==> src/pmt_pkg.sv <==
/*
 * Package for the 8-bit period-match timer: register offsets, field
 * positions, reset values and the shared carrier structs.
 * Assumes a 32-bit APB slave; each register takes one aligned word.
 */
package pmt_pkg;

    // Register byte offsets
    localparam logic [7:0] PMT_OFS_CONTROL  = 8'h00;
    localparam logic [7:0] PMT_OFS_COUNT    = 8'h04;
    localparam logic [7:0] PMT_OFS_PERIOD   = 8'h08;
    localparam logic [7:0] PMT_OFS_FLAG     = 8'h0C;
    localparam logic [7:0] PMT_OFS_ENABLE   = 8'h10;
    localparam logic [7:0] PMT_OFS_PRIORITY = 8'h14;

    // Control field positions and the match bit of flag, enable and priority
    localparam int PMT_CTL_PRE_LSB  = 0;
    localparam int PMT_CTL_RUN_BIT  = 2;
    localparam int PMT_CTL_POST_LSB = 3;
    localparam int PMT_MATCH_BIT    = 1;

    // Reset values
    localparam logic [6:0] PMT_RST_CONTROL  = 7'h00;
    localparam logic [7:0] PMT_RST_COUNT    = 8'h00;
    localparam logic [7:0] PMT_RST_PERIOD   = 8'hFF;
    localparam logic       PMT_RST_ENABLE   = 1'h0;
    localparam logic       PMT_RST_PRIORITY = 1'h1;

    // Base clock divide of the instruction clock
    localparam logic [1:0] PMT_OSC_DIV_LAST = 2'h3;

    // APB request carrier
    typedef struct packed {
        logic        psel;
        logic        penable;
        logic        pwrite;
        logic [7:0]  paddr;
        logic [31:0] pwdata;
    } pmt_apb_req_type;

    // Timer events to neighbours
    typedef struct packed {
        logic match_raw;
        logic match_int;
        logic match_int_priority;
    } pmt_event_type;

endpackage

==> src/pmt_div_counter.sv <==
/*
 * Clearable divide-by-N counter used for prescaler and postscaler.
 * Assumes the clear and advance inputs come from the same clock domain.
 */
module pmt_div_counter #(
    parameter int WIDTH = 4
) (
    // Clock and reset
    input  wire logic             pclk,
    input  wire logic             presetn,
    // Control
    input  wire logic             clear,
    input  wire logic             advance,
    input  wire logic [WIDTH-1:0] last,
    // Result
    output logic                  wrap
);

    typedef struct packed {
        logic [WIDTH-1:0] cnt;
        logic             wrap;
    } pmt_div_state_type;

    pmt_div_state_type state_ff;
    pmt_div_state_type nxt_state;

    always_comb begin
        nxt_state      = state_ff;
        nxt_state.wrap = 1'b0;
        if (clear) begin
            nxt_state.cnt = '0;
        end else if (advance) begin
            if (state_ff.cnt >= last) begin
                nxt_state.cnt  = '0;
                nxt_state.wrap = 1'b1;
            end else begin
                nxt_state.cnt = state_ff.cnt + 1'b1;
            end
        end
    end

    always_ff @(posedge pclk or negedge presetn) begin
        if (!presetn) begin
            state_ff <= '0;
        end else begin
            state_ff <= nxt_state;
        end
    end

    assign wrap = state_ff.wrap;

endmodule

==> src/pmt_timer.sv <==
/*
 * 8-bit period-match timer with prescaler, postscaler, match flag and
 * APB register access.
 * Assumes a synchronous APB master on pclk; outputs go to the serial
 * port shift logic, the PWM generator and the interrupt controller.
 */

module pmt_timer (
    // Clock and reset
    input  wire logic                     pclk,
    input  wire logic                     presetn,
    // APB slave
    input  wire pmt_pkg::pmt_apb_req_type apb_req,
    output logic [31:0]                   prdata,
    output logic                          pready,
    output logic                          pslverr,
    // Timer events
    output pmt_pkg::pmt_event_type        timer_event,
    output logic [7:0]                    count_value
);
    import pmt_pkg::*;

    ////////////////////////////////////////////////////////////////////////
    typedef struct packed {
        logic [6:0]  control;
        logic [7:0]  count;
        logic [7:0]  period;
        logic        match_flag;
        logic        match_int_enable;
        logic        match_int_priority;
        logic [1:0]  osc_div;
        logic        match_raw;
        logic [31:0] prdata;
        logic        pready;
        logic        pslverr;
        logic        match_int;
    } pmt_state_type;

    pmt_state_type state_ff;
    pmt_state_type nxt_state;

    logic        apb_setup;
    logic        apb_access;
    logic        wr_hit;
    logic        wr_control;
    logic        wr_count;
    logic        timer_run;
    logic        base_tick;
    logic        pre_wrap;
    logic        post_wrap;
    logic        scaler_clear;
    logic [3:0]  pre_last;
    logic [3:0]  post_last;
    logic [31:0] rd_mux;
    logic        addr_ok;

    ////////////////////////////////////////////////////////////////////////
    // No wait state: answer in the first access cycle after setup
    assign apb_setup  = apb_req.psel && !apb_req.penable;
    assign apb_access = apb_req.psel && apb_req.penable;
    assign wr_hit     = apb_access && state_ff.pready && apb_req.pwrite;
    assign wr_control = wr_hit && (apb_req.paddr == PMT_OFS_CONTROL);
    assign wr_count   = wr_hit && (apb_req.paddr == PMT_OFS_COUNT);

    assign timer_run = state_ff.control[PMT_CTL_RUN_BIT];

    // instruction clock is pclk over four
    assign base_tick = timer_run && (state_ff.osc_div == PMT_OSC_DIV_LAST);

    always_comb begin
        case (state_ff.control[PMT_CTL_PRE_LSB +: 2])
            2'h0:    pre_last = 4'h0;
            2'h1:    pre_last = 4'h3;
            default: pre_last = 4'hF;
        endcase
    end

    // postscale ratio is code plus one
    assign post_last = state_ff.control[PMT_CTL_POST_LSB +: 4];

    // scaler clear on count or control write
    assign scaler_clear = wr_count || wr_control;

    pmt_div_counter #(
        .WIDTH (4)
    ) u_prescaler (
        .pclk    (pclk),
        .presetn (presetn),
        .clear   (scaler_clear),
        .advance (base_tick),
        .last    (pre_last),
        .wrap    (pre_wrap)
    );

    pmt_div_counter #(
        .WIDTH (4)
    ) u_postscaler (
        .pclk    (pclk),
        .presetn (presetn),
        .clear   (scaler_clear),
        .advance (state_ff.match_raw),
        .last    (post_last),
        .wrap    (post_wrap)
    );

    ////////////////////////////////////////////////////////////////////////
    always_comb begin
        addr_ok = 1'b1;
        case (apb_req.paddr)
            PMT_OFS_CONTROL:  rd_mux = {24'h0, 1'b0, state_ff.control};
            PMT_OFS_COUNT:    rd_mux = {24'h0, state_ff.count};
            PMT_OFS_PERIOD:   rd_mux = {24'h0, state_ff.period};
            PMT_OFS_FLAG:     rd_mux = {30'h0, state_ff.match_flag, 1'b0};
            PMT_OFS_ENABLE:   rd_mux = {30'h0, state_ff.match_int_enable, 1'b0};
            PMT_OFS_PRIORITY: rd_mux = {30'h0, state_ff.match_int_priority, 1'b0};
            default: begin
                rd_mux  = 32'h0;
                addr_ok = 1'b0;
            end
        endcase
    end

    ////////////////////////////////////////////////////////////////////////
    always_comb begin
        nxt_state           = state_ff;
        nxt_state.match_raw = 1'b0;
        nxt_state.pready    = apb_setup;
        nxt_state.pslverr   = 1'b0;
        if (apb_setup) begin
            nxt_state.prdata  = apb_req.pwrite ? 32'h0 : rd_mux;
            nxt_state.pslverr = !addr_ok;
        end

        // free divide by four while running
        if (!timer_run) begin
            nxt_state.osc_div = 2'h0;
        end else begin
            nxt_state.osc_div = state_ff.osc_div + 2'h1;
        end

        // count up, wrap after period match
        // A pending tick is dropped on a count or control write
        if (pre_wrap && timer_run && !scaler_clear) begin
            if (state_ff.count == state_ff.period) begin
                nxt_state.count     = PMT_RST_COUNT;
                nxt_state.match_raw = 1'b1;
            end else begin
                nxt_state.count = state_ff.count + 8'h01;
            end
        end

        if (wr_hit) begin
            case (apb_req.paddr)
                PMT_OFS_CONTROL:  nxt_state.control = apb_req.pwdata[6:0];
                PMT_OFS_COUNT:    nxt_state.count = apb_req.pwdata[7:0];
                PMT_OFS_PERIOD:   nxt_state.period = apb_req.pwdata[7:0];
                PMT_OFS_FLAG:     nxt_state.match_flag = apb_req.pwdata[PMT_MATCH_BIT];
                PMT_OFS_ENABLE:
                    nxt_state.match_int_enable = apb_req.pwdata[PMT_MATCH_BIT];
                PMT_OFS_PRIORITY:
                    nxt_state.match_int_priority = apb_req.pwdata[PMT_MATCH_BIT];
                default: begin
                end
            endcase
        end
        if (wr_control) begin
            nxt_state.osc_div = 2'h0;
        end

        if (post_wrap) begin
            nxt_state.match_flag = 1'b1;
        end
        nxt_state.match_int = nxt_state.match_flag && nxt_state.match_int_enable;
    end

    always_ff @(posedge pclk or negedge presetn) begin
        if (!presetn) begin
            state_ff                    <= '0;
            state_ff.control            <= PMT_RST_CONTROL;
            state_ff.count              <= PMT_RST_COUNT;
            state_ff.period             <= PMT_RST_PERIOD;
            state_ff.match_int_enable   <= PMT_RST_ENABLE;
            state_ff.match_int_priority <= PMT_RST_PRIORITY;
        end else begin
            state_ff <= nxt_state;
        end
    end

    ////////////////////////////////////////////////////////////////////////
    // raw match to serial port and PWM
    assign timer_event.match_raw          = state_ff.match_raw;
    assign timer_event.match_int          = state_ff.match_int;
    assign timer_event.match_int_priority = state_ff.match_int_priority;
    assign count_value                    = state_ff.count;
    assign prdata                         = state_ff.prdata;
    assign pready                         = state_ff.pready;
    assign pslverr                        = state_ff.pslverr;

    ////////////////////////////////////////////////////////////////////////
    AST_WRAP_ZERO: assert property (@(posedge pclk) disable iff (!presetn)
        state_ff.match_raw |-> state_ff.count == 8'h00)
        else $error("count not zero after match");

    AST_MATCH_CAUSE: assert property (@(posedge pclk) disable iff (!presetn)
        state_ff.match_raw |-> $past(state_ff.count) == $past(state_ff.period)
            || $past(wr_hit))
        else $error("match without period equality");

    AST_RAW_PULSE: assert property (@(posedge pclk) disable iff (!presetn)
        state_ff.match_raw |=> !state_ff.match_raw)
        else $error("raw match wider than one cycle");

    AST_STOP_HOLD: assert property (@(posedge pclk) disable iff (!presetn)
        (!timer_run && !wr_hit) |=> state_ff.count == $past(state_ff.count))
        else $error("count moved while stopped");

    AST_CTL_KEEP: assert property (@(posedge pclk) disable iff (!presetn)
        wr_control |=> state_ff.count == $past(state_ff.count))
        else $error("control write changed count");

    AST_FLAG_SET: assert property (@(posedge pclk) disable iff (!presetn)
        post_wrap |=> state_ff.match_flag)
        else $error("postscaled match did not set flag");

    AST_BIT7_ZERO: assert property (@(posedge pclk) disable iff (!presetn)
        (pready && apb_req.paddr == PMT_OFS_CONTROL) |-> prdata[7] == 1'b0)
        else $error("control bit 7 read nonzero");

    AST_INT_GATE: assert property (@(posedge pclk) disable iff (!presetn)
        timer_event.match_int |-> state_ff.match_int_enable && state_ff.match_flag)
        else $error("interrupt without enable and flag");

    AST_DIV_FOUR: assert property (@(posedge pclk) disable iff (!presetn)
        base_tick |=> !base_tick [*3])
        else $error("base tick faster than quarter rate");

    AST_PRE_CLR: assert property (@(posedge pclk) disable iff (!presetn)
        wr_count |=> !pre_wrap)
        else $error("prescaler wrapped right after count write");

    ////////////////////////////////////////////////////////////////////////
    AST_COUNT_STEP: assert property (@(posedge pclk) disable iff (!presetn)
        (pre_wrap && timer_run && !scaler_clear && state_ff.count != state_ff.period)
            |=> state_ff.count == $past(state_ff.count) + 8'h01)
        else $error("count did not step on tick");

    AST_MATCH_RAISE: assert property (@(posedge pclk) disable iff (!presetn)
        (pre_wrap && timer_run && !scaler_clear && state_ff.count == state_ff.period)
            |=> state_ff.match_raw)
        else $error("period match did not pulse");

    AST_RAW_ONLY: assert property (@(posedge pclk) disable iff (!presetn)
        state_ff.match_raw |-> $past(pre_wrap))
        else $error("raw match without prescaled tick");

    AST_PRE_ONE: assert property (@(posedge pclk) disable iff (!presetn)
        (base_tick && pre_last == 4'h0 && !scaler_clear) |=> pre_wrap)
        else $error("prescale 1 did not pass the base tick");

    AST_STOP_PRE: assert property (@(posedge pclk) disable iff (!presetn)
        !timer_run |=> !pre_wrap)
        else $error("prescaler ticked while stopped");

    AST_POST_CLR: assert property (@(posedge pclk) disable iff (!presetn)
        scaler_clear |=> !post_wrap)
        else $error("postscaler wrapped right after clear");

    AST_POST_ONE: assert property (@(posedge pclk) disable iff (!presetn)
        (state_ff.match_raw && post_last == 4'h0 && !scaler_clear) |=> post_wrap)
        else $error("postscale 1 did not pass the match");

    AST_CNT_WRITE: assert property (@(posedge pclk) disable iff (!presetn)
        wr_count |=> state_ff.count == $past(apb_req.pwdata[7:0]))
        else $error("count write did not land");

    AST_PER_WRITE: assert property (@(posedge pclk) disable iff (!presetn)
        (wr_hit && apb_req.paddr == PMT_OFS_PERIOD)
            |=> state_ff.period == $past(apb_req.pwdata[7:0]))
        else $error("period write did not land");

    AST_CTL_WRITE: assert property (@(posedge pclk) disable iff (!presetn)
        wr_control |=> state_ff.control == $past(apb_req.pwdata[6:0]))
        else $error("control write did not land");

    AST_FLAG_WRITE: assert property (@(posedge pclk) disable iff (!presetn)
        (wr_hit && apb_req.paddr == PMT_OFS_FLAG && !post_wrap)
            |=> state_ff.match_flag == $past(apb_req.pwdata[PMT_MATCH_BIT]))
        else $error("flag write did not land");

    AST_FLAG_HOLD: assert property (@(posedge pclk) disable iff (!presetn)
        (state_ff.match_flag && !(wr_hit && apb_req.paddr == PMT_OFS_FLAG))
            |=> state_ff.match_flag)
        else $error("flag dropped without a write");

    AST_FLAG_ONLY: assert property (@(posedge pclk) disable iff (!presetn)
        $rose(state_ff.match_flag)
            |-> $past(post_wrap) || $past(wr_hit && apb_req.paddr == PMT_OFS_FLAG))
        else $error("flag set without cause");

    AST_ENA_WRITE: assert property (@(posedge pclk) disable iff (!presetn)
        (wr_hit && apb_req.paddr == PMT_OFS_ENABLE)
            |=> state_ff.match_int_enable == $past(apb_req.pwdata[PMT_MATCH_BIT]))
        else $error("enable write did not land");

    AST_PRI_WRITE: assert property (@(posedge pclk) disable iff (!presetn)
        (wr_hit && apb_req.paddr == PMT_OFS_PRIORITY)
            |=> state_ff.match_int_priority == $past(apb_req.pwdata[PMT_MATCH_BIT]))
        else $error("priority write did not land");

    AST_INT_FOLLOW: assert property (@(posedge pclk) disable iff (!presetn)
        (state_ff.match_flag && state_ff.match_int_enable) |-> timer_event.match_int)
        else $error("enabled flag gave no interrupt");

    AST_READY_PULSE: assert property (@(posedge pclk) disable iff (!presetn)
        pready |=> !pready)
        else $error("pready wider than one cycle");

    AST_ERR_READY: assert property (@(posedge pclk) disable iff (!presetn)
        pslverr |-> pready)
        else $error("pslverr without pready");

    AST_PRDATA_HIGH: assert property (@(posedge pclk) disable iff (!presetn)
        pready |-> prdata[31:8] == 24'h0)
        else $error("read data above the byte nonzero");

endmodule

==> config.mk <==
export PLATFORM = sky130hd
export DESIGN_NAME = pmt_timer
export DESIGN_NICKNAME = d
export VERILOG_FILES = /design/src/pmt_pkg.sv /design/src/pmt_div_counter.sv /design/src/pmt_timer.sv
export SDC_FILE = /design/constraint.sdc
export NUM_CORES = 1
export LEC_CHECK = 0
export BUFFER_PORTS_ARGS = -buffer_cell sky130_fd_sc_hd__buf_2
export CORE_MARGIN = 10
export CORE_UTILIZATION = 50
export DETAILED_ROUTE_END_ITERATION = 10
export PLACE_DENSITY = 0.87
export SLEW_MARGIN = 5
export SYNTH_ARGS = -nofsm -noshare
export SYNTH_HDL_FRONTEND = slang
export SYNTH_SLANG_ARGS = --single-unit
==> constraint.sdc <==
create_clock -name pclk -period 2.28 [get_ports pclk]
set_input_delay 0.456 -clock pclk [delete_from_list [all_inputs] [get_ports pclk]]
set_output_delay 0.456 -clock pclk [all_outputs]
set_load 0.005 [all_outputs]
# Yosys cells after proc, flatten, opt, wreduce, memory -nomap -nowiden
# Cells that the tools add are included.
dict set report word_totals {
  ramBits 0
  output_inout_bits 45
  inputBits 45
  rom_bits 0
  reg_bits 74
  word_cells 80
  mem_count 0
  latch_bits 0
}
dict set report op_classes {
  n_div 0
  muxes 28
  shifts 0
  n_mul 0
  bitwise_logic 0
  n_eq_ne 8
  add_sub_neg 4
  n_lt_le_gt_ge 2
  n_reduce_logical 22
}
# operator count
set ops {}
lappend ops {{one-hot mux 8 bit (6 select lines)} 1}
lappend ops {{2-to-1 mux 32 bit} 1}
lappend ops {{2-to-1 mux 8 bit} 4}
lappend ops {{2-to-1 mux 19 bit} 1}
lappend ops {{equality test 8 x 4 -> 1 bit, second input constant} 2}
lappend ops {{equality test 8 x 5 -> 1 bit, second input constant} 2}
lappend ops {{2-to-1 mux 4 bit} 4}
lappend ops {{2-to-1 mux 1 bit} 12}
lappend ops {{logical AND 1 bit} 10}
lappend ops {{2-to-1 mux 5 bit} 2}
lappend ops {{adder 4 x 1 -> 4 bit, second input constant} 2}
lappend ops {{adder 8 x 1 -> 8 bit, second input constant} 1}
lappend ops {{equality test 8 x 3 -> 1 bit, second input constant} 1}
lappend ops {{equality test 8 bit} 1}
lappend ops {{>= comparator 4 bit} 2}
lappend ops {{zero test 8 bit} 1}
lappend ops {{one-hot mux 4 bit (2 select lines)} 1}
lappend ops {{AND reduction 2 bit} 3}
lappend ops {{OR reduction 6 bit} 1}
lappend ops {{2-to-1 mux 2 bit} 2}
lappend ops {{nonzero test 2 bit} 2}
lappend ops {{zero test 1 bit} 3}
lappend ops {{adder 2 x 1 -> 2 bit, second input constant} 1}
lappend ops {{equality test 2 x 1 -> 1 bit, second input constant} 1}
lappend ops {{other kinds (3)} 3}

# Longest topological paths before layout
# Gate-level depths: netlist of run 1.
dict set report depth {
  ltp_word 12
  ltp_mapped 8
  depth_no_buf 7
}

# Cells and area by module
# Synthesis of run 1 repeated with hierarchy kept, for this count alone.
dict set report unflattened {
  hier_cells 321
  area_unflattened_um2 3194.3
}
# mod seq_area_each_um2 area_per_inst_um2 n_inst cells_per_inst
set modules_own_cells {}
lappend modules_own_cells {pmt_timer 1012.2 2453.6 1 247}
lappend modules_own_cells {pmt_div_counter 125.1 370.4 2 37}

# Least setup slack after synthesis of run 1
# No wires, ideal clock.
dict set report synth_timing {
  path_kind {input to register}
  from {input apb_req[33] (netlist bit)}
  to {register state_ff (netlist bit count_value[2])}
  slack_ns 0.189
  path_buffers 1
  stages 6
  setup_time_ns 0.124
  required_ns 2.156
  arrival_time_ns 1.967
  cell_sequence {or4_4 > buf_6 > o41ai_4 > a21oi_2 > a32oi_1 > nand2_1}
}
# item line_no
set synth_lines {}
lappend synth_lines {{start, declared} pmt_timer.sv:13} ;# input wire pmt_pkg::pmt_apb_req_type apb_req,
lappend synth_lines {{end signal, assigned} pmt_timer.sv:185} ;# state_ff <= nxt_state;
lappend synth_lines {{end, declared} pmt_timer.sv:39} ;# pmt_state_type state_ff;

# Worst setup path in the final report of run 1
dict set report layout_timing {
  from {register state_ff[58] (netlist bit)}
  to {register u_prescaler.state_ff[4] (netlist bit)}
}
dict set report layout_via {
  elab_chain_cells 6
  elab_cells_between_ends 7
  classes_between {order compare (1); eq/ne (1); mux (4); reduce/logical (1)}
}
# item line_no
set layout_rtl {}
lappend layout_rtl {{equality test 2 x 1 -> 1 bit or zero test 2 bit (tied branches)} pmt_timer.sv:71} ;# case (state_ff.control[PMT_CTL_PRE_LSB +: 2])
lappend layout_rtl {{one-hot mux 4 bit (2 select lines) *} pmt_timer.sv:71}
lappend layout_rtl {{>= comparator 4 bit *} pmt_div_counter.sv:33} ;# if (state_ff.cnt >= last) begin
lappend layout_rtl {{2-to-1 mux 4 bit *} pmt_div_counter.sv:33}
lappend layout_rtl {{2-to-1 mux 5 bit *} pmt_div_counter.sv:32} ;# end else if (advance) begin
lappend layout_rtl {{2-to-1 mux 4 bit *} pmt_div_counter.sv:30} ;# if (clear) begin
lappend layout_rtl {{end signal, assigned} pmt_div_counter.sv:46} ;# state_ff <= nxt_state;
lappend layout_rtl {{end, declared} pmt_div_counter.sv:24} ;# pmt_div_state_type state_ff;
# Mark *: on every way between the ends. The rest lies on a longest branch, timed or not. The select of a mux whose other input is x is not followed.
# A chain may end at the register's enable or synchronous reset.

==> results of run 1 <==
-- placed cells by master (no fill, tap or decap), types with 10 or more instances in the layout --
cell and instances:
dfrtp_1 41, nor2_1 12, conb_1 24, buf_2 41
nand2_1 29, inv_1 12, a21oi_1 11, mux2i_1 10
mux2_2 11, ha_1 12, nand3_1 12, o21ai_0 12
-- report_power, final --
part | switching [W] | internal, W
sequential | 0.00000618 | 0.000894
clock | 0.000292 | 0.000245
combinational | 0.0000796 | 0.0000389
-- worst reg2reg max path, cell delays in order, from the launching register on --
cell      delay [ps]
dfrtp_1          420
or2_2            310
ha_1             280
nand2b_1         140
a21oi_1          140
o21ai_0          150
or3_1            410
o21ai_0          170
-- through the flow --
stage	total power, W	cells	worst slack, ps	hold WS, ps
final	0.00156	417	187	129
after global routing	0.00162	417	2.09	175
after CTS	0.00157	417	172	143
after detailed placement	0.00103	409	4.84	434
after global placement	0.00103	409	69.9	420
after floorplan	0.00100	336	189	160
-- sequential cells by signal, indices dropped and copies added, names as in the netlist --
register	cells
prdata	8
u_prescaler.state_ff	4
state_ff	15
post_last	4
u_prescaler.wrap	1
u_postscaler.wrap	1
timer_event	3
pready	1
count_value	8
pslverr	1
u_postscaler.state_ff	4
-- kinds of logic after synthesis --
logic type,count (synthesis)
AO/OA/AOI/OAI,51
XOR/XNOR,9
adder cells (fa/ha/maj),12
buffers and inverters,65
flip-flops,50
multiplexers,27
other,1
AND/OR/NAND/NOR,98
-- worst min path at each step --
stage / start / to / slack [ps]
4_1_cts: presetn / state_ff[36]$_DFF_PN0_ / 140
5_1_grt: presetn / u_postscaler.state_ff[1]$_DFFE_PN0P_ / 170
6_report: presetn / u_prescaler.state_ff[1]$_DFFE_PN0P_ / 130
2_1_floorplan: presetn / count_value[0]$_DFF_PN0_ / 160
3_3_place_gp: state_ff[36]$_DFF_PN0_ / state_ff[36]$_DFF_PN0_ / 420
3_5_place_dp: state_ff[36]$_DFF_PN0_ / state_ff[36]$_DFF_PN0_ / 430
-- cell usage after synthesis, drive strengths merged (2+ instances only) --
cell / number
buf: 45
a22o: 7
nor4: 5
or2: 3
mux2i: 10
mux2: 16
nand4: 3
nand2b: 9
o21ai: 15
dfstp: 9
a21oi: 12
a31oi: 2
nor3: 5
dfrtp: 41
inv: 12
or4: 2
nand3: 12
a21o: 2
nor3b: 4
a2111oi: 2
nand3b: 3
clkbuf: 8
xor2: 9
ha: 12
or3: 2
and2: 4
nand2: 29
nor2b: 2
a22oi: 3
nor2: 12
-- final cells by class --
| type | instances | area [um^2] | share of cell area (%) |
|---|---|---|---|
| inverter | 12 | 45.0 | 1.35 |
| clock inverter | 1 | 5.00 | 0.150 |
| multi-input combinational | 221 | 1540 | 46.1 |
| clock buffer | 7 | 86.3 | 2.59 |
| tap | 75 | 93.8 | 2.82 |
| timing repair buffer | 51 | 305 | 9.16 |
| sequential | 50 | 1260 | 37.9 |
-- metal layers --
metal	vias to the layer above	global-route usage (%)	part of all wire, %
li1	1085	-	-
met1	1117	16.2	42
met2	74	23.1	49
met3	11	4.61	7.5
met4	0	4.52	1.6
met5	-	0	0
==> metrics.md, run 1 <==
| Metric | Value |
|---|---|
| Outcome | complete, no violations |
| Final setup vio count | 0 |
| Ys flop type | dfrtp_1 |
| Post-DRT Antenna Nets | 0 |
| Xor/xnor share of the synthesized area | 2.52% |
| Vias/cell | 5.48 |
| Synthesis-stage register bit count | 50 |
| Worst EP required | 2510 ps |
| Post-synth EDFFs | 0 |
| Crit path max-delay family | simple AND/OR/NAND/NOR gates |
| Worst EP arrival | 2320 ps |
| Worst Setup Start Kind | flop |
| Worst reg2reg startpoint | state_ff[58]$_DFFE_PN0P_ |
| CP Depth | 7 |
| DR pass1 iterations | 4 |
| First-pass GRT wire length | 11,400 um |
| Wire per inst | 16.1 um |
| Core area | 5990 um^2 |
| Vias in the first global route | 2,356 |
| Total GRT Usage | 13.8% |
| Crit-path cells | or2_2 > ha_1 > nand2b_1 > a21oi_1 > o21ai_0 > or3_1 > o21ai_0 |
| Post-CTS Setup Inserts | 0 |
| Fill count | 513 |
| Netlist cell types | 53 |
| Final period utilization | 91.8% |
| Cell count after synthesis | 313 |
| DP Wirelength | 5390 um |
| Final Max Slew Viols | 0 |
| Worst-Margin Slew | 561 ps |
| Hold Buf Count CTS | 0 |
| Relative slew slack | 62.6% |
| # rows | 28 |
| CP startpoint | state_ff[58]$_DFFE_PN0P_ |
| R2R depth | 7 |
| CP bufs+invs | 0 |
| Cell Pwr Density | 467 nW/um^2 |
| Residual DRC | 0 |
| Cts bufs inserted | 5 |
| Final Cell Area | 3330 um^2 |
| Max-cap viol count | 0 |
| Final TNS setup | 0 ps |
| Share of layout cells above drive strength 1 | 26.3% |
| Post-synthesis adder-cell area fraction | 4.81% |
| Layout Nets | 398 |
| Bufs on Longest Clock Path | 2 |
| Mux share of post-synthesis cell area | 9.69% |
| Clock Sinks | 50 |
| Vias | 2,287 |
| H-Tree Depth | 2 |
| Initial Utilization | 52.2% |
| Crit. End Element | flop |
| DIE AREA | 9810 um^2 |
| Utilization after layout | 55.6% |
| Critical Path Most Common Cell | o21ai_0 |
| Post-synthesis simple-gate area fraction | 17.9% |
| Post-Route WL | 6730 um |
| Critical Path Sink | u_prescaler.state_ff[4]$_DFFE_PN0P_ |
| RSZ-0062 raised after global routing | no |
| Ys async rst share | 100% |
| Mapped Avg Cell Area | 9.98 um^2 |
| Lkg Pwr | 1.68 nW |
| Post-synth top area share | 32.8% |
| Post-Syn Area | 3120 um^2 |
| Overflow after GRT | 0 |
| Fmax | 478 MHz |
| Final min period | 2090 ps |
| Resize count post-CTS | 0 |
| Die Ht | 99.0 um |
| Synth top area cells | dfrtp_1 (33%), buf_4 (10%), dfstp_2 (7.6%) |
| Crit Path Max Fanout | 4 |
| Critical Path Slowest Stage Cell | dfrtp_1 |
| Fin. Hold Viols | 0 |
| Post-Route Skew | 3.80 ps |
| GP Congestion | 0.842 |
| Hold/Removal Path Class | in2async |
| CTS tree | done |
| First-iteration detailed-routing DRC count | 111 |
| Initial antenna violation count | 0 |
| Register area share after synthesis | 40.4% |
| Critical Setup Path Class | reg2reg |
| Clock transition at path regs | 80 ps |
| Reg2reg end | u_prescaler.state_ff[4]$_DFFE_PN0P_ |
| Number of port buffers | 41 |
| # IOs | 90 |
| Placed cell area | 3240 um^2 |
| VDD IR-drop max | 255 uV |
| Synth area leader | dfrtp_1 |
| Clock Tree Root | clkbuf_8 |
| Latest clock arrival within the worst-skew pair | 310 ps |
| Diode count | 0 |
| Layout area overhead | 6.69% |
| Combinational family with the most area after synthesis | simple AND/OR/NAND/NOR gates |
| Reg2Reg Setup Slack | 190 ps |
| Post-synthesis compound-gate area fraction | 11.3% |
| Die Wd | 99.0 um |
| Largest net degree at the start of global routing | 28 |
| CP peak stage delay | 420 ps |
| Ys Warns | 0 |
(Power assumes the default switching activity.)
==> run 2, diff against run 1 <==
- BUFFER_PORTS_ARGS: -buffer_cell sky130_fd_sc_hd__buf_2 -> not set
- DONT_BUFFER_PORTS: not set -> 1
- GPL_ROUTABILITY_DRIVEN: not set -> 1
- PLACE_DENSITY: 0.87 -> 0.75
==> run 2 against run 1 <==
Register-to-register slack about the same. Clock power up 1%. Via count shrank 5.7%. Critical path depth unchanged. Power fell by 1.9%. Worst setup slack improved by 9.3 ps. First-iteration DRC count rose by 2.7%. Sequential power is essentially flat. Die area stayed put. Cell count down 8.6%. Hold slack better by 130 ps. Critical endpoint is now u_prescaler.state_ff[3]$_DFFE_PN0P_. Largest cell class unchanged.
==> metrics.md, run 2 (synthesis results as in run 1) <==
| Metric | Value |
|---|---|
| Outcome | complete, no violations |
| Die Ht | 99.0 um |
| Share of layout cells above drive strength 1 | 17.6% |
| Cell Pwr Density | 482 nW/um^2 |
| Number of flip-flops under the largest register name | 15 |
| Most flops, register | state_ff |
| Initial Utilization | 52.2% |
| Vias/cell | 5.66 |
| Final TNS setup | 0 ps |
| Core area | 5990 um^2 |
| Post-Route M1 WL | 2840 um |
| Crit Path Max Fanout | 3 |
| Total GRT Usage | 14.1% |
| First-pass GRT wire length | 11,500 um |
| Clock transition at path regs | 90 ps |
| R2R depth | 7 |
| Largest net degree at the start of global routing | 51 |
| GP Congestion | 0.778 |
| Fmax | 480 MHz |
| DP Wirelength | 5290 um |
| Fin. Hold Viols | 0 |
| Overflow after GRT | 0 |
| # IOs | 90 |
| Crit-path cells | or2_2 > ha_1 > nand2b_1 > a21oi_1 > o21ai_1 > a2111oi_0 > a21o_1 |
| Relative slew slack | 65.6% |
| Crit path max-delay family | compound AO/OA/AOI/OAI gates |
| Vias in the first global route | 2,243 |
| Worst reg2reg startpoint | state_ff[57]$_DFFE_PN0P_ |
| Layout Nets | 362 |
| Die Wd | 99.0 um |
| Worst EP arrival | 2330 ps |
| Vias | 2,157 |
| Max-cap viol count | 0 |
| CP peak stage delay | 460 ps |
| Hold Startpoint | apb_req[40] |
| Min-Delay Endpoint | prdata[1]$_DFFE_PN0P_ |
| DIE AREA | 9810 um^2 |
| Number of port buffers | 0 |
| Clock Tree Root | clkbuf_8 |
| Worst hold path depth | 1 |
| Placed cell area | 3030 um^2 |
| Lkg Pwr | 1.51 nW |
| Wire per inst | 18.0 um |
| Critical Setup Path Class | reg2reg |
| First-iteration detailed-routing DRC count | 114 |
| Final Max Slew Viols | 0 |
| Critical Path Slowest Stage Cell | a2111oi_0 |
| Reg2Reg Setup Slack | 200 ps |
| Final period utilization | 91.4% |
| RSZ-0062 raised after global routing | no |
| Commonest non-fill, non-tap cell in the layout | dfrtp_1 |
| Post-DRT Antenna Nets | 0 |
| H-Tree Depth | 2 |
| Final min period | 2080 ps |
| Initial antenna violation count | 0 |
| VDD IR-drop max | 334 uV |
| # rows | 28 |
| Final setup vio count | 0 |
| Cts bufs inserted | 5 |
| Residual DRC | 0 |
| Post-CTS Setup Inserts | 0 |
| Crit. End Element | flop |
| Post-Route WL | 6860 um |
| WL met2 | 3170 um |
| Worst Setup Start Kind | flop |
| Area occupied by multi-input gates | 1540 um^2 |
| Routed wl met3 | 722 um |
| Hold/Removal Path Class | in2reg |
| Reg2reg end | u_prescaler.state_ff[3]$_DFFE_PN0P_ |
| DR top layer | met4 |
| Fill count | 526 |
| Clock Sinks | 50 |
| Bufs on Longest Clock Path | 2 |
| Latest clock arrival within the worst-skew pair | 300 ps |
| Diode count | 0 |
| Worst-Margin Slew | 515 ps |
| DR pass1 iterations | 8 |
| Worst EP required | 2530 ps |
| Layout area overhead | 1.36% |
| Most frequent cells in the layout | dfrtp_1 (41), nand2_1 (29), conb_1 (24) |
| CTS tree | done |
| CP bufs+invs | 0 |
| Register Area | 1260 um^2 |
| Post-Route Skew | 3.72 ps |
| Final Cell Area | 3170 um^2 |
## run 2: final cells by class
class | count | area share [%]
clock buffers | 6 | 2.61
clock inverters | 2 | 0.395
inverters | 12 | 1.42
multi-input cells | 221 | 48.5
flip-flops and latches | 50 | 39.9
well taps | 75 | 2.96
repair buffers | 15 | 4.27
## run 2: where the power goes
| group | internal [W] | switching, W | leakage [nW] |
|---|---|---|---|
| Combinational | 0.0000273 | 0.0000536 | 0.844 |
| Clock | 0.000245 | 0.000300 | 0.0472 |
| Sequential | 0.000894 | 0.00000675 | 0.617 |
| Total | 0.00117 | 0.000361 | 1.51 |
## run 2: worst max-delay path by stage
stage	cells after the start	endpoint	startpoint
2_1_floorplan	6	count_value[2]$_DFF_PN0_	apb_req[33]
3_3_place_gp	5	count_value[7]$_DFF_PN0_	apb_req[33]
3_5_place_dp	5	count_value[7]$_DFF_PN0_	apb_req[33]
4_1_cts	7	u_prescaler.state_ff[2]$_DFFE_PN0P_	state_ff[57]$_DFFE_PN0P_
5_1_grt	7	u_prescaler.state_ff[1]$_DFFE_PN0P_	state_ff[57]$_DFFE_PN0P_
6_report	7	u_prescaler.state_ff[3]$_DFFE_PN0P_	state_ff[57]$_DFFE_PN0P_
## run 2: metal layers
metal,global-route usage (%),vias to the layer above
met5,0,-
met4,4.96,0
met3,5.66,8
met2,22.8,75
met1,16.4,1058
li1,-,1016
## run 2: timing repair
action,in CTS,in global routing
gates resized for setup,0,1
endpoints found under the setup margin,0,3
hold buffers,1,1
endpoints found under the hold margin,50,1
## run 2: metrics by stage
| stage | std cells | utilization, % | power [W] | hold slack (ps) | worst slack, ps |
|---|---|---|---|---|---|
| final | 381 | 52.9 | 0.00153 | 255 | 196 |
| after global routing | 381 | 52.9 | 0.00158 | 248 | 22.8 |
| after CTS | 380 | 52.7 | 0.00153 | 1.92 | 173 |
| after detailed placement | 371 | 50.6 | 0.000972 | 162 | 74.1 |
| after global placement | 371 | 50.6 | 0.000971 | 163 | 109 |
| after floorplan | 336 | - | 0.00100 | 160 | 189 |
